<file path="config.mk">
export PLATFORM = sky130hd
export DESIGN_NAME = smc_motor_end_flat
export DESIGN_NICKNAME = d
export VERILOG_FILES = /design/src/smc_pkg.sv /design/src/smc_link_if.sv /design/src/smc_motor_end.sv /design/src/flat_wrapper.sv
export VERILOG_INCLUDE_DIRS = /design/src /design/src/src
export SDC_FILE = /design/constraint.sdc
export NUM_CORES = 1
export LEC_CHECK = 0
export ABC_AREA = 1
export BUFFER_PORTS_ARGS = -buffer_cell sky130_fd_sc_hd__clkbuf_2
export CAP_MARGIN = 20
export CORE_MARGIN = 4
export CORE_UTILIZATION = 45
export DETAILED_ROUTE_END_ITERATION = 16
export GPL_TIMING_DRIVEN = 0
export PLACE_DENSITY = 0.67
export SYNTH_ARGS = -nofsm -noshare
export SYNTH_HDL_FRONTEND = slang
export SYNTH_SLANG_ARGS = --single-unit
</file>
<file path="constraint.sdc">
create_clock -name clk_sys -period 3.5 [get_ports clk_sys]
set_input_delay 0.7 -clock clk_sys [delete_from_list [all_inputs] [get_ports clk_sys]]
set_output_delay 0.7 -clock clk_sys [all_outputs]
set_load 0.02 [all_outputs]
</file>
<file path="src/smc_consts.svh">
`ifndef SMC_CONSTS_SVH
`define SMC_CONSTS_SVH

// ----------------------------------------------------------------
// Clock and reference timing
// ----------------------------------------------------------------
`define SMC_CLK_HZ 40000000
`define SMC_POLY_REF_HZ 10000
`define SMC_DRIVE_REF_HZ 5000
`define SMC_POLY_HALF (`SMC_CLK_HZ / (2 * `SMC_POLY_REF_HZ))
`define SMC_DRIVE_HALF (`SMC_CLK_HZ / (2 * `SMC_DRIVE_REF_HZ))

// ----------------------------------------------------------------
// Lock detection and scan timing
// ----------------------------------------------------------------
`define SMC_LOCK_TOL_SHIFT 4
`define SMC_LOCK_GOOD 4'h8
`define SMC_CNT_MAX 16'hffff
`define SMC_LSYNC_W 3'h4
`define SMC_FACES 3'h6
`define SMC_LASER_RST 8'h80
`define SMC_SPEED_RST 8'h00

// ----------------------------------------------------------------
// Controller register map and fields
// ----------------------------------------------------------------
`define SMC_REG_CTRL 8'h00
`define SMC_REG_STATUS 8'h04
`define SMC_REG_LINES 8'h08
`define SMC_CTRL_RST 6'h00
`define SMC_CTRL_POLY 0
`define SMC_CTRL_DRIVE 1
`define SMC_CTRL_DIR 2
`define SMC_CTRL_BRAKE 3
`define SMC_CTRL_LASER 4
`define SMC_CTRL_IMAGE 5

`endif

</file>
<file path="src/smc_pkg.sv">
package smc_pkg;
  typedef logic [31:0] smc_word_t;
  typedef logic [7:0] smc_addr_t;
  typedef logic [7:0] smc_speed_t;
  typedef enum logic [1:0] {SMC_IDLE, SMC_WAIT_LOCK, SMC_XFER} smc_xfer_e;
endpackage

</file>
<file path="src/smc_link_if.sv">
`timescale 1ns/1ps
// ----------------------------------------------------------------
// Link between the controller and the two motor drivers
// ----------------------------------------------------------------
interface smc_link_if;
  logic polygon_run_n;
  logic polygon_ref_clock;
  logic polygon_locked_n;
  logic drive_motor_run_n;
  logic drive_motor_direction;
  logic drive_motor_ref_clock;
  logic drive_motor_locked_n;
  logic drive_motor_brake_n;
  logic laser_gate_n;
  logic line_sync_n;

  modport ctrl_mp (
    output polygon_run_n,
    output polygon_ref_clock,
    input polygon_locked_n,
    output drive_motor_run_n,
    output drive_motor_direction,
    output drive_motor_ref_clock,
    input drive_motor_locked_n,
    output drive_motor_brake_n,
    output laser_gate_n,
    input line_sync_n
  );

  modport motor_mp (
    input polygon_run_n,
    input polygon_ref_clock,
    output polygon_locked_n,
    input drive_motor_run_n,
    input drive_motor_direction,
    input drive_motor_ref_clock,
    output drive_motor_locked_n,
    input drive_motor_brake_n,
    input laser_gate_n,
    output line_sync_n
  );
endinterface

</file>
<file path="src/smc_motor_end.sv">
// Implementation choices: the register offsets and the plain strobed port.
`timescale 1ns/1ps
`include "smc_consts.svh"
module smc_motor_end (
  input wire logic clk_sys,
  input wire logic arst_n,
  input wire logic ce,
  smc_link_if.motor_mp link,
  input wire logic [2:0] hall_sense,
  input wire logic poly_speed_pulse,
  input wire logic speed_feedback_pulse,
  input wire logic beam_detect,
  input wire logic power_low,
  input wire logic power_high,
  output logic polygon_motor_on,
  output smc_pkg::smc_speed_t polygon_speed_cmd,
  output logic [5:0] phase_drive,
  output smc_pkg::smc_speed_t laser_current,
  output logic laser_emit,
  output logic [2:0] face_index,
  output logic revolution_pulse
);
  import smc_pkg::*;

  // ----------------------------------------------------------------
  // Input synchronisers
  // ----------------------------------------------------------------
  localparam int IX_PRUN = 14;
  localparam int IX_PREF = 13;
  localparam int IX_DRUN = 12;
  localparam int IX_DDIR = 11;
  localparam int IX_DREF = 10;
  localparam int IX_BRK = 9;
  localparam int IX_GATE = 8;
  localparam int IX_PFB = 4;
  localparam int IX_DFB = 3;
  localparam int IX_BEAM = 2;
  localparam int IX_PLO = 1;
  localparam int IX_PHI = 0;
  // Active-low commands rest at their inactive level through reset.
  localparam logic [14:0] SYNC_RST = 15'h5300;
  // Hall code to {uh,ul,vh,vl,wh,wl} for clockwise rotation.
  localparam logic [7:0][5:0] COMM_TBL = {6'h00, 6'h18, 6'h06, 6'h12,
                                          6'h21, 6'h09, 6'h24, 6'h00};

  logic [14:0] s1_r, s2_r, s3_r, f_r, fp_r;
  wire [14:0] raw = {link.polygon_run_n, link.polygon_ref_clock,
                     link.drive_motor_run_n, link.drive_motor_direction,
                     link.drive_motor_ref_clock, link.drive_motor_brake_n,
                     link.laser_gate_n, hall_sense, poly_speed_pulse,
                     speed_feedback_pulse, beam_detect, power_low, power_high};
  // A bit only moves once the second and third stage agree.
  wire [14:0] agree = ~(s2_r ^ s3_r);
  wire [14:0] f_nxt = (s2_r & agree) | (f_r & ~agree);

  // Three-stage chain plus filtered copy and its previous value.
  always_ff @(posedge clk_sys or negedge arst_n) begin
    if (!arst_n) begin
      s1_r <= SYNC_RST;
      s2_r <= SYNC_RST;
      s3_r <= SYNC_RST;
      f_r <= SYNC_RST;
      fp_r <= SYNC_RST;
    end else if (ce) begin
      s1_r <= raw;
      s2_r <= s1_r;
      s3_r <= s2_r;
      f_r <= f_nxt;
      fp_r <= f_r;
    end
  end

  // ----------------------------------------------------------------
  // Decoded commands and edges
  // ----------------------------------------------------------------
  wire poly_run = !f_r[IX_PRUN];
  wire drive_run = !f_r[IX_DRUN];
  wire brake_on = !f_r[IX_BRK];
  wire dir_ccw = f_r[IX_DDIR];
  wire [2:0] hall = f_r[7:5];
  wire beam_rise = f_r[IX_BEAM] & ~fp_r[IX_BEAM];
  wire [1:0] run = {drive_run, poly_run};
  wire [1:0] ref_rise = {f_r[IX_DREF] & ~fp_r[IX_DREF], f_r[IX_PREF] & ~fp_r[IX_PREF]};
  wire [1:0] fb_rise = {f_r[IX_DFB] & ~fp_r[IX_DFB], f_r[IX_PFB] & ~fp_r[IX_PFB]};
  wire [1:0] locked;
  wire [1:0][7:0] speed;

  // ----------------------------------------------------------------
  // Speed loop and lock detector, index 0 polygon, index 1 main motor
  // ----------------------------------------------------------------
  for (genvar g = 0; g < 2; g++) begin : g_loop
    logic [15:0] ref_cnt_r, ref_per_r, fb_cnt_r;
    logic [3:0] good_r;
    logic lag_r, lead_r, locked_r;
    logic [7:0] speed_r;
    wire [15:0] gap = (fb_cnt_r > ref_per_r) ? fb_cnt_r - ref_per_r : ref_per_r - fb_cnt_r;
    wire in_tol = (ref_per_r != 16'h0000) && (gap <= (ref_per_r >> `SMC_LOCK_TOL_SHIFT));
    wire speed_up = ref_rise[g] && !fb_rise[g] && lag_r && (speed_r != 8'hff);
    wire speed_dn = fb_rise[g] && !ref_rise[g] && lead_r && (speed_r != 8'h00);

    assign locked[g] = locked_r;
    assign speed[g] = speed_r;

    // Period counters saturate so a stopped motor reads as far too slow.
    always_ff @(posedge clk_sys or negedge arst_n) begin
      if (!arst_n) begin
        ref_cnt_r <= 16'h0000;
        ref_per_r <= 16'h0000;
        fb_cnt_r <= 16'h0000;
      end else if (ce) begin
        if (ref_rise[g]) begin
          ref_per_r <= ref_cnt_r;
          ref_cnt_r <= 16'h0001;
        end else if (ref_cnt_r != `SMC_CNT_MAX) begin
          ref_cnt_r <= ref_cnt_r + 16'h0001;
        end
        if (fb_rise[g]) begin
          fb_cnt_r <= 16'h0001;
        end else if (fb_cnt_r != `SMC_CNT_MAX) begin
          fb_cnt_r <= fb_cnt_r + 16'h0001;
        end
      end
    end

    // Several good periods in a row are needed, so one lucky edge
    // never reports a lock.
    always_ff @(posedge clk_sys or negedge arst_n) begin
      if (!arst_n) begin
        good_r <= 4'h0;
        locked_r <= 1'b0;
      end else if (ce) begin
        if (!run[g] || (fb_rise[g] && !in_tol) || fb_cnt_r == `SMC_CNT_MAX) begin
          good_r <= 4'h0;
        end else if (fb_rise[g] && good_r != `SMC_LOCK_GOOD) begin
          good_r <= good_r + 4'h1;
        end
        locked_r <= run[g] && (good_r == `SMC_LOCK_GOOD) && (fb_cnt_r != `SMC_CNT_MAX);
      end
    end

    // Phase-frequency compare: a reference edge with no feedback edge
    // since the last one means lag, and the reverse means lead.
    always_ff @(posedge clk_sys or negedge arst_n) begin
      if (!arst_n) begin
        lag_r <= 1'b0;
        lead_r <= 1'b0;
        speed_r <= `SMC_SPEED_RST;
      end else if (ce) begin
        if (!run[g]) begin
          lag_r <= 1'b0;
          lead_r <= 1'b0;
          speed_r <= `SMC_SPEED_RST;
        end else begin
          lag_r <= ref_rise[g] | (lag_r & ~fb_rise[g]);
          lead_r <= fb_rise[g] | (lead_r & ~ref_rise[g]);
          if (speed_up) begin
            speed_r <= speed_r + 8'h01;
          end else if (speed_dn) begin
            speed_r <= speed_r - 8'h01;
          end
        end
      end
    end
  end

  // ----------------------------------------------------------------
  // Commutation of the main motor
  // ----------------------------------------------------------------
  logic [7:0] pwm_r;
  logic [5:0] phase_r;
  wire [5:0] comm_cw = COMM_TBL[hall];
  // Reversing swaps the high and low switch of each winding.
  wire [5:0] comm_sel = dir_ccw ? {comm_cw[4], comm_cw[5], comm_cw[2], comm_cw[3],
                                   comm_cw[0], comm_cw[1]} : comm_cw;
  wire [5:0] hi_mask = (pwm_r < speed[1]) ? 6'h3f : 6'h15;
  // Braking shorts all windings through the low switches.
  wire [5:0] phase_nxt = brake_on ? 6'h15 : (!drive_run ? 6'h00 : comm_sel & hi_mask);

  // Free-running PWM base and registered switch drive.
  always_ff @(posedge clk_sys or negedge arst_n) begin
    if (!arst_n) begin
      pwm_r <= 8'h00;
      phase_r <= 6'h00;
    end else if (ce) begin
      pwm_r <= pwm_r + 8'h01;
      phase_r <= phase_nxt;
    end
  end

  // ----------------------------------------------------------------
  // Scan line sync, face count and laser power trim
  // ----------------------------------------------------------------
  logic [2:0] lsync_cnt_r, face_r;
  logic line_sync_n_r, rev_r, emit_r, pmotor_r;
  logic poly_locked_n_r, drive_locked_n_r;
  logic [7:0] laser_r;
  wire scan_evt = beam_rise && poly_run;
  wire face_wrap = (face_r == `SMC_FACES - 3'h1);

  // The line sync is stretched so a slower sampler still sees it.
  always_ff @(posedge clk_sys or negedge arst_n) begin
    if (!arst_n) begin
      lsync_cnt_r <= 3'h0;
      line_sync_n_r <= 1'b1;
      face_r <= 3'h0;
      rev_r <= 1'b0;
    end else if (ce) begin
      if (scan_evt) begin
        lsync_cnt_r <= `SMC_LSYNC_W;
        face_r <= face_wrap ? 3'h0 : face_r + 3'h1;
      end else if (lsync_cnt_r != 3'h0) begin
        lsync_cnt_r <= lsync_cnt_r - 3'h1;
      end
      line_sync_n_r <= !(scan_evt || lsync_cnt_r > 3'h1);
      rev_r <= scan_evt && face_wrap;
    end
  end

  // Power is trimmed only at a scan so the step size stays per line.
  always_ff @(posedge clk_sys or negedge arst_n) begin
    if (!arst_n) begin
      laser_r <= `SMC_LASER_RST;
    end else if (ce && scan_evt) begin
      if (f_r[IX_PLO] && !f_r[IX_PHI] && laser_r != 8'hff) begin
        laser_r <= laser_r + 8'h01;
      end else if (f_r[IX_PHI] && !f_r[IX_PLO] && laser_r != 8'h00) begin
        laser_r <= laser_r - 8'h01;
      end
    end
  end

  // Status and run outputs.
  always_ff @(posedge clk_sys or negedge arst_n) begin
    if (!arst_n) begin
      emit_r <= 1'b0;
      pmotor_r <= 1'b0;
      poly_locked_n_r <= 1'b1;
      drive_locked_n_r <= 1'b1;
    end else if (ce) begin
      emit_r <= !f_r[IX_GATE] && poly_run;
      pmotor_r <= poly_run;
      poly_locked_n_r <= !locked[0];
      drive_locked_n_r <= !locked[1];
    end
  end

  assign link.polygon_locked_n = poly_locked_n_r;
  assign link.drive_motor_locked_n = drive_locked_n_r;
  assign link.line_sync_n = line_sync_n_r;
  assign polygon_motor_on = pmotor_r;
  assign polygon_speed_cmd = speed[0];
  assign phase_drive = phase_r;
  assign laser_current = laser_r;
  assign laser_emit = emit_r;
  assign face_index = face_r;
  assign revolution_pulse = rev_r;
endmodule

</file>
<file path="src/flat_wrapper.sv">
// flat-port wrapper written by rule: the top's interface ports become plain ports
module smc_motor_end_flat import smc_pkg::*;
  (clk_sys, arst_n, ce, hall_sense, poly_speed_pulse, speed_feedback_pulse, beam_detect, power_low, power_high, polygon_motor_on, polygon_speed_cmd, phase_drive, laser_current, laser_emit, face_index, revolution_pulse, link_polygon_run_n, link_polygon_ref_clock, link_polygon_locked_n, link_drive_motor_run_n, link_drive_motor_direction, link_drive_motor_ref_clock, link_drive_motor_locked_n, link_drive_motor_brake_n, link_laser_gate_n, link_line_sync_n);
  smc_link_if link_i ();
  input wire logic clk_sys;
  input wire logic arst_n;
  input wire logic ce;
  input wire logic [2:0] hall_sense;
  input wire logic poly_speed_pulse;
  input wire logic speed_feedback_pulse;
  input wire logic beam_detect;
  input wire logic power_low;
  input wire logic power_high;
  output logic polygon_motor_on;
  output smc_pkg::smc_speed_t polygon_speed_cmd;
  output logic [5:0] phase_drive;
  output smc_pkg::smc_speed_t laser_current;
  output logic laser_emit;
  output logic [2:0] face_index;
  output logic revolution_pulse;
  input wire logic [$bits(link_i.polygon_run_n)-1:0] link_polygon_run_n;
  input wire logic [$bits(link_i.polygon_ref_clock)-1:0] link_polygon_ref_clock;
  output wire logic [$bits(link_i.polygon_locked_n)-1:0] link_polygon_locked_n;
  input wire logic [$bits(link_i.drive_motor_run_n)-1:0] link_drive_motor_run_n;
  input wire logic [$bits(link_i.drive_motor_direction)-1:0] link_drive_motor_direction;
  input wire logic [$bits(link_i.drive_motor_ref_clock)-1:0] link_drive_motor_ref_clock;
  output wire logic [$bits(link_i.drive_motor_locked_n)-1:0] link_drive_motor_locked_n;
  input wire logic [$bits(link_i.drive_motor_brake_n)-1:0] link_drive_motor_brake_n;
  input wire logic [$bits(link_i.laser_gate_n)-1:0] link_laser_gate_n;
  output wire logic [$bits(link_i.line_sync_n)-1:0] link_line_sync_n;
  assign link_i.polygon_run_n = link_polygon_run_n;
  assign link_i.polygon_ref_clock = link_polygon_ref_clock;
  assign link_polygon_locked_n = link_i.polygon_locked_n;
  assign link_i.drive_motor_run_n = link_drive_motor_run_n;
  assign link_i.drive_motor_direction = link_drive_motor_direction;
  assign link_i.drive_motor_ref_clock = link_drive_motor_ref_clock;
  assign link_drive_motor_locked_n = link_i.drive_motor_locked_n;
  assign link_i.drive_motor_brake_n = link_drive_motor_brake_n;
  assign link_i.laser_gate_n = link_laser_gate_n;
  assign link_line_sync_n = link_i.line_sync_n;
  smc_motor_end u_core (.clk_sys(clk_sys), .arst_n(arst_n), .ce(ce), .link(link_i), .hall_sense(hall_sense), .poly_speed_pulse(poly_speed_pulse), .speed_feedback_pulse(speed_feedback_pulse), .beam_detect(beam_detect), .power_low(power_low), .power_high(power_high), .polygon_motor_on(polygon_motor_on), .polygon_speed_cmd(polygon_speed_cmd), .phase_drive(phase_drive), .laser_current(laser_current), .laser_emit(laser_emit), .face_index(face_index), .revolution_pulse(revolution_pulse));
endmodule
</file>
# ---- Yosys cells after proc, flatten, opt, wreduce, memory -nomap -nowiden
# Memory sizes are Yosys's and may differ from the RTL's.
# Index checks and enable logic that the tools add are counted.
dict set report classes {
  eq_ne 14
  bitwise_logic 29
  mux 34
  magnitude_cmp 7
  addsub 19
  n_reduce_logical 78
}
# op n
set ops {}
lappend ops {{16-bit two-way mux} 10}
lappend ops {{16-bit by 1-bit adder with 16-bit output, second input constant} 4}
lappend ops {{8-bit two-way mux} 8}
lappend ops {{16-bit inequality test, second input constant} 4}
lappend ops {{16-bit subtractor} 4}
lappend ops {{8-bit by 1-bit adder with 8-bit output, second input constant} 4}
lappend ops {{16-bit equality test, second input constant} 2}
lappend ops {{16-bit greater-than comparator} 2}
lappend ops {{16-bit by 12-bit less-or-equal comparator with 1-bit output} 2}
lappend ops {{16-bit nonzero test} 2}
lappend ops {{15-bit AND} 2}
lappend ops {{1-bit logical AND} 30}
lappend ops {{6-bit two-way mux} 5}
lappend ops {{15-bit inverter} 2}
lappend ops {{2-bit AND reduction} 13}
lappend ops {{8-bit inequality test, second input constant} 3}
lappend ops {{8-bit nonzero test} 3}
lappend ops {{8-bit by 1-bit subtractor with 8-bit output, second input constant} 3}
lappend ops {{4-bit two-way mux} 4}
lappend ops {{2-bit nonzero test} 8}
lappend ops {{15-bit OR} 1}
lappend ops {{15-bit bitwise XOR} 1}
lappend ops {{1-bit logical NOT} 14}
lappend ops {{1-bit AND} 9}
lappend ops {{other kinds (16)} 41}
dict set report word_totals {
  romBits 48
  ff_bits 234
  output_inout_bits 31
  n_memories 1
  elab_cells 214
  inputBits 18
}
# memory words width read_ports rd_ports_with_merged_regs wr line
set memory_table {}
lappend memory_table {{(name not given)} 8 6 1 0 0 smc_motor_end.sv:171} ;# wire [5:0] comm_cw = COMM_TBL[hall];

# ---- Depth between registers and ports, before layout
# Gate-level depths: netlist of run 1.
dict set report logic_depth {
  ltp_word 10
  mapped_depth 32
  mapped_depth_nobuf 32
}

# ---- Worst setup path after synthesis of run 1
# OpenSTA, ideal clock, no wires.
dict set report synth_path {
  kind {register -> register}
  startpoint {reg u_core.g_loop[1].fb_cnt_r[0]}
  endpoint {reg u_core.g_loop[1].good_r[2]}
  path_buffers 1
  stages_incl_launch_ff 28
  arrival_ns 3.354
  required_time_ns 3.434
  synth_period_minus_slack_ns 3.420
  slack_ns 0.080
  setup_time_ns 0.066
  cell_sequence {dfrtp_1 > inv_1 > ha_1 > inv_1 > fa_1 > inv_1 > o21ai_2 > nand2_1 > nand3_1 > nand2_1 > o211ai_2 > nand2_2 > inv_2 > buf_6 > o21ai_0 > o21ai_0 > nand2_1 > inv_1 > ha_1 > a21oi_1 > nor2_1 > a211oi_1 > nand2_1 > a21oi_1 > nand3_2 > a21oi_2 > nand4_1 > nand2_1}
}
dict set report synth_between {
  elab_chain_cells 10
  word_cells_on_any_way 14
  classes_between {add/sub: 2; order compare: 2; eq/ne: 1; mux: 2; reduce/logical: 7}
}
# element line
set synth_rtl {}
lappend synth_rtl {{start: declaration} smc_motor_end.sv:92} ;# logic [15:0] ref_cnt_r, ref_per_r, fb_cnt_r;
lappend synth_rtl {{start signal: assignment} smc_motor_end.sv:120} ;# fb_cnt_r <= fb_cnt_r + 16'h0001;
lappend synth_rtl {{16-bit subtractor or 16-bit greater-than comparator (tied branches)} smc_motor_end.sv:96} ;# wire [15:0] gap = (fb_cnt_r > ref_per_r) ? fb_cnt_r - ref_per_r : ref_per_r - fb_cnt_r;
lappend synth_rtl {{16-bit two-way mux} smc_motor_end.sv:96}
lappend synth_rtl {{16-bit by 12-bit less-or-equal comparator with 1-bit output} smc_motor_end.sv:97} ;# wire in_tol = (ref_per_r != 16'h0000) && (gap <= (ref_per_r >> `SMC_LOCK_TOL_SHIFT));
lappend synth_rtl {{1-bit logical AND} smc_motor_end.sv:97}
lappend synth_rtl {{1-bit logical NOT} smc_motor_end.sv:132} ;# if (!run[g] || (fb_rise[g] && !in_tol) || fb_cnt_r == `SMC_CNT_MAX) begin
lappend synth_rtl {{1-bit logical AND} smc_motor_end.sv:132}
lappend synth_rtl {{1-bit logical OR} smc_motor_end.sv:132}
lappend synth_rtl {{1-bit logical OR (no source line) (*)} --}
lappend synth_rtl {{2-bit nonzero test (no source line)} --}
lappend synth_rtl {{2-bit AND reduction (no source line)} --}
lappend synth_rtl {{end signal: assignment} smc_motor_end.sv:135} ;# good_r <= good_r + 4'h1;
lappend synth_rtl {{end: declaration} smc_motor_end.sv:93} ;# logic [3:0] good_r;
# Mark *: on every way between the ends. The rest lies on a longest branch, timed or not.
# A chain may end at the register's enable or synchronous reset.

# ---- Worst setup path after layout of run 1
dict set report layout_path {
  startpoint {reg u_core.g_loop[0].fb_cnt_r[0]}
  endpoint {reg u_core.g_loop[0].good_r[2]}
}
dict set report layout_between {
  elab_chain_cells 10
  word_cells_on_any_way 14
  classes_between {add/sub: 2; order compare: 2; eq/ne: 1; mux: 2; reduce/logical: 7}
}
# element line
set layout_rtl {}
lappend layout_rtl {{start: declaration} smc_motor_end.sv:92}
lappend layout_rtl {{start signal: assignment} smc_motor_end.sv:120}
lappend layout_rtl {{16-bit subtractor or 16-bit greater-than comparator (tied branches)} smc_motor_end.sv:96}
lappend layout_rtl {{16-bit two-way mux} smc_motor_end.sv:96}
lappend layout_rtl {{16-bit by 12-bit less-or-equal comparator with 1-bit output} smc_motor_end.sv:97}
lappend layout_rtl {{1-bit logical AND} smc_motor_end.sv:97}
lappend layout_rtl {{1-bit logical NOT} smc_motor_end.sv:132}
lappend layout_rtl {{1-bit logical AND} smc_motor_end.sv:132}
lappend layout_rtl {{1-bit logical OR} smc_motor_end.sv:132}
lappend layout_rtl {{1-bit logical OR (no source line) (*)} --}
lappend layout_rtl {{2-bit nonzero test (no source line)} --}
lappend layout_rtl {{2-bit AND reduction (no source line)} --}
lappend layout_rtl {{end signal: assignment} smc_motor_end.sv:135}
lappend layout_rtl {{end: declaration} smc_motor_end.sv:93}
# Marked as above.

==> out/qor.yml, run 1 <==
status: "complete, but fails checks"
violations: "negative setup slack"
setup_tns_ps: -2680
worstPathRequired_ps: 3960
antenna_found_initial: 1
wire_per_inst_um: 15.4
synth-seq-area-share_pct: 36.7
place_ws_ps: -798
synth_seq_cells: 225
syn_to_final_growth_pct: 16.8
drt_wl_total_mm: 41.1
crit_path_cell_trace: "buf_4 -> ha_1 -> inv_1 -> fa_1 -> inv_1 -> o21ai_0 -> a21oi_1 -> o21ai_0 -> xnor2_1 -> inv_1 -> ha_1 -> a21oi_1 -> nor2_1 -> a211oi_2 -> nand2_1 -> a21oi_2 -> nand3_4 -> a21oi_4 -> nand4_1 -> nand2_1"
via_count: 14100
max_slew.worst_pin.slew_ps: 735
regArea_um2: 5670
grt_usage_pct: 21.9
cts_sinks: 225
synth-edff-count: 0
numCtsBuffers: 23
period_share_pct: 111
gp_congestion: 0.897
final-max-slew-violation-count: 0
port-buffer-count: 47
core_area_um2: 33700
layout.nets: 2350
nFillCells: 3216
finClkSkew_ps: 18.2
p_leak_uw: 0.00885
io_pins: 49
timing.final.ws_setup_ps: -395
yosysWarnings: 0
grt_pass1_vias: 13900
final_cell_mix: "555 x nand2_1, 299 x inv_1, 191 x dfrtp_1"
route.detailed.drc: 0
syn_area_um2: 15400
dp_hpwl_mm: 30.6
drtIter0Drc: 845
row_count: 67
multi_input_area_um2: 8860
synthFlopType: "dfrtp_1"
grt-ovfl-total: 0
cts_max_level: 1
cp.arrival_ps: 4350
clkLatencyLatePin_ps: 520
cts_max_path_buffers: 3
hold_class: "primary input to async pin"
die-area_um2: 37300
slew_headroom_pct: 51.0
slowest_stage: "o21ai_0"
ys_types: 62
startpoint_type: "register"
syn_inst: 2079
async_reset_ff_share_pct: 100
rsz0062_at_grt: "true"
grt_pass1_wl_mm: 67.5
path_clk_slew_ps: 60
ir_drop_uv: 586
crit_path_end_kind: "register"
avgSynthCellArea_um2: 7.42
postRouteAntennaNets: 0
worstSetupPathType: "register to register"
cts_tree: "yes"
max_stage_delay_ps: 510
p_per_area_nw_per_um2: 1000
firstDrtPassIters: 5
viasPerCell: 5.29
syn-num-nets: 2227
min_period_ps: 3900
hold_viol_final: 0
final_common_cell: "nand2_1"
n_antenna_cell: 0
setup_viol: 8
start_util_pct: 45.8
cts-root-buf: "clkbuf_16"
drive_gt1_share_pct: 15.1
grt_max_degree: 87
drv_cap: 0
path_max_fanout: 4
fp.dieW_um: 193
fmax_mhz: 257
path_common_cell: "inv_1"
die_h_um: 193
-- stage by stage --
stage	instances	hold WS [ps]	power, µW	util [%]	area [µm²]
after global placement	2574	439	12800	48.1	16200
after global routing	2667	162	19600	53.4	18000
after detailed placement	2576	446	13100	48.3	16300
final	2667	148	18000	53.4	18000
after floorplan	2079	404	10800	-	15400
after CTS	2650	152	17200	52.6	17700
-- Yosys cell counts, types with 23 or more instances --
master    number  area [µm²]
nand2_1      570        2140
dfrtp_1      205        5130
inv_1        317        1190
nand4_1       43         269
clkbuf_1      23        86.3
nand3_1       91         455
ha_1         123        1540
a21oi_1      105         526
o21ai_0      153         766
xor2_1        41         359
nor2_1       143         537
nor3_1        32         160
-- final cells by class --
type | count | share of cell area [%]
clock inverter | 8 | 0.521
clock buffer | 34 | 3.65
buffer | 36 | 1.08
multi-input combinational | 1486 | 49.2
inverter | 332 | 7.02
timing repair buffer | 98 | 3.90
tap | 448 | 3.11
sequential | 225 | 31.5
-- kinds of logic after synthesis --
| group | share of synthesized area (%) |
|---|---|
| DFF | 36.7 |
| AOI/OAI and AO/OA | 13.1 |
| xor gates and xnor gates | 3.52 |
| and+or+nand+nor | 26.6 |
| muxes | 0.0649 |
| adders and majority gates | 10.9 |
| buffers and inverters | 9.21 |
-- path summary, 6_finish.rpt --
| path | startpoint | endpoint | slack [ps] | cells after the start |
|---|---|---|---|---|
| setup / recovery | u_core.g_loop[0].fb_cnt_r[0] | u_core.g_loop[0].good_r[2] | -400 | 20 |
| hold / removal | arst_n | u_core.laser_current[4] | 150 | 1 |
| setup reg to reg | u_core.g_loop[0].fb_cnt_r[0] | u_core.g_loop[0].good_r[2] | -400 | 20 |
| hold reg to reg | u_core.g_loop[1].locked_r | u_core.link.drive_motor_locked_n | 460 | 1 |
| max in group asynchronous | arst_n | u_core.g_loop[0].fb_cnt_r[13] | 2550 | 2 |
| min in group clk_sys | link_laser_gate_n | u_core.s1_r[8] | 370 | 3 |
-- timing repair --
| item | CTS | global route |
|---|---|---|
| hold buffers | 0 | 0 |
| pin swaps | 43 | 38 |
| cloned | 2 | 0 |
| gates resized for setup | 111 | 44 |
| endpoints found under the setup margin | 8 | 9 |
| buffers inserted | 30 | 17 |
-- sequential cells by signal (all words and copies together) (netlist names), 8 cells and up, named ones only --
register and flops:
u_core.g_loop.fb_cnt_r 32, u_core.g_loop.good_r 8, u_core.g_loop.ref_cnt_r 32, u_core.g_loop.ref_per_r 32
u_core.g_loop.speed_r 8, u_core.laser_current 8, u_core.polygon_speed_cmd 8, u_core.pwm_r 8
u_core.s1_r 15, u_core.s2_r 15, u_core.s3_r 15
-- layer usage --
layer / track usage (%) / part of all wire (%) / wire (µm)
met5: 0 / 0.017 / 7
met1: 30.2 / 46 / 19100
met2: 36.7 / 47 / 19100
met3: 2.36 / 4.3 / 1780
met4: 6.43 / 2.6 / 1080
-- worst max-delay path: cells and delay by family, from the launching register on --
kind / cells / cell delay [ps]
AND/OR/NAND/NOR: 5 / 540
flip-flops: 1 / 400
buffers and inverters: 4 / 400
adder cells (fa/ha/maj): 3 / 600
AO/OA/AOI/OAI: 7 / 1700
XOR/XNOR: 1 / 180
-- power breakdown --
part           internal [µW]  switching [µW]  total (µW)
Combinational           4940            6930       11900
Clock                   1450            1020        2470
Sequential              3150             525        3680
Power figures use the tool's default switching activity.
==> run 2: changes to the inputs <==
- MAX_ROUTING_LAYER: unset -> met4
==> run 2 against run 1 <==
Effect of this change: the run still ends with negative setup slack left; sequential share of layout area about the same; total power is 1.3% higher; worst hold slack improved by 10 ps; largest cell class unchanged.
==> out/qor.yml, run 2 (synthesized netlist as in run 1, its figures left out) <==
final_cell_mix: "554 x nand2_1, 301 x inv_1, 193 x dfrtp_1"
syn_to_final_growth_pct: 16.7
startpoint_type: "register"
viasPerCell: 5.28
nFillCells: 3201
path_max_fanout: 9
final_common_cell: "nand2_1"
grt_max_degree: 92
fp.dieW_um: 193
finClkSkew_ps: 14.5
die_h_um: 193
status: "complete, but fails checks"
place_area_um2: 16300
cts_tree: "yes"
clkLatencyLatePin_ps: 510
path_clk_slew_ps: 60
grt_pass1_vias: 13700
crit_path_end_kind: "register"
rsz0062_at_grt: "true"
path_common_cell: "nand2_1"
switchingPower_uw: 8640
fin_area_um2: 18000
wire_per_inst_um: 15.6
fmax_mhz: 262
ir_drop_uv: 528
r2r_end: "u_core.g_loop[0].good_r[2]"
max_stage_delay_ps: 400
drv_cap: 0
grt-ovfl-total: 0
firstDrtPassIters: 7
io_pins: 49
cts_max_path_buffers: 3
cp.arrival_ps: 4270
numCtsBuffers: 23
p_int_uw: 9600
reg2reg_slack_ps: -320
p_clk_share_pct: 12.9
critPathBufInv: 5
core_area_um2: 33700
worstSetupPathType: "register to register"
layout.nets: 2351
fin_hold_ws_ps: 159
min_period_ps: 3820
p_leak_uw: 0.00885
drtIter0Drc: 907
max_slew.worst_pin.slew_ps: 790
n_antenna_cell: 0
p_sw_share_pct: 47.4
final-max-slew-violation-count: 0
via_count: 14100
period_share_pct: 109
postRouteAntennaNets: 0
hold_class: "primary input to async pin"
p_comb_share_pct: 67.0
setup_viol: 8
reg2reg_depth: 28
timing.final.ws_setup_ps: -318
cts_hold_buf: 0
port-buffer-count: 47
start_util_pct: 45.8
cp_top_family: "simple AND/OR/NAND/NOR gates"
dp_hpwl_mm: 31.1
drt_wl_total_mm: 41.5
hold_viol_final: 0
drive_gt1_share_pct: 15.4
violations: "negative setup slack"
row_count: 67
antenna_found_initial: 0
grt_pass1_wl_mm: 68.2
route.detailed.drc: 0
cts_max_level: 1
slowest_stage: "dfrtp_1"
cts_sinks: 225
die-area_um2: 37300
power_uw: 18200
pwr-share-seq_pct: 20.1
largestRegisters: "u_core.g_loop.fb_cnt_r: 32 flops, u_core.g_loop.ref_cnt_r: 32 flops, u_core.g_loop.ref_per_r: 32 flops"
slew_headroom_pct: 47.1
timing.rr.start: "u_core.g_loop[0].fb_cnt_r[3]"
cts-root-buf: "clkbuf_16"
gp_congestion: 0.925
grt_usage_pct: 22.9
p_per_area_nw_per_um2: 1010
worstPathRequired_ps: 3950
[run 2: worst max-delay path by stage]
stage                                  start                             end  slack, ps  depth (start not counted)
3_5_place_dp    u_core.g_loop[1].fb_cnt_r[0]      u_core.g_loop[1].good_r[3]       -790                         27
5_1_grt        u_core.g_loop[0].fb_cnt_r[12]      u_core.g_loop[0].good_r[1]       -590                         29
4_1_cts         u_core.g_loop[0].fb_cnt_r[0]      u_core.g_loop[0].good_r[1]       -350                         29
3_3_place_gp                          arst_n  u_core.g_loop[0].ref_per_r[12]      -2800                          1
2_1_floorplan   u_core.g_loop[1].fb_cnt_r[0]      u_core.g_loop[1].good_r[2]         80                         27
6_report        u_core.g_loop[0].fb_cnt_r[3]      u_core.g_loop[0].good_r[2]       -320                         28
[run 2: per-stage QoR]
| step | worst slack (ps) | cells | utilization (%) | TNS [ps] |
|---|---|---|---|---|
| final | -318 | 2668 | 53.4 | -2130 |
| after global placement | -2800 | 2574 | 48.1 | -596860 |
| after floorplan | 80.4 | 2079 | - | 0 |
| after detailed placement | -786 | 2576 | 48.3 | -6180 |
| after global routing | -592 | 2668 | 53.4 | -4040 |
| after CTS | -346 | 2648 | 52.2 | -2270 |
[run 2: power groups by stage]
stage	clock, µW	sequential (µW)	combinational (µW)
floorplan	0	3720	7040
global placement	0	3670	9230
detailed placement	0	3700	9460
CTS	2400	3660	10700
global route	2510	3740	13600
finish	2350	3670	12200
[run 2: what timing repair did]
item,in CTS,in global routing
endpoints found under the setup margin,8,8
pin swaps,37,34
gates resized for setup,92,63
cloned,1,2
setup buffers,29,18
[run 2: metal layers]
layer	GRT usage, %	vias up	wire length, µm
met5	-	-	0
met4	5.58	0	919
met3	1.53	71	1560
met2	37.3	312	19400
met1	31.7	6688	19700
li1	-	7005	-
[run 2: cell type report]
| cell class | count | area (µm²) | area share [%] |
|---|---|---|---|
| Timing Repair Buffer | 99 | 701 | 3.89 |
| Inverter | 332 | 1260 | 7.02 |
| Sequential cell | 225 | 5670 | 31.5 |
| Multi-Input combinational cell | 1486 | 8880 | 49.4 |
| Clock buffer | 36 | 684 | 3.80 |
| Buffer | 36 | 188 | 1.04 |
| Clock inverter | 6 | 37.5 | 0.209 |
| Tap cell | 448 | 561 | 3.12 |
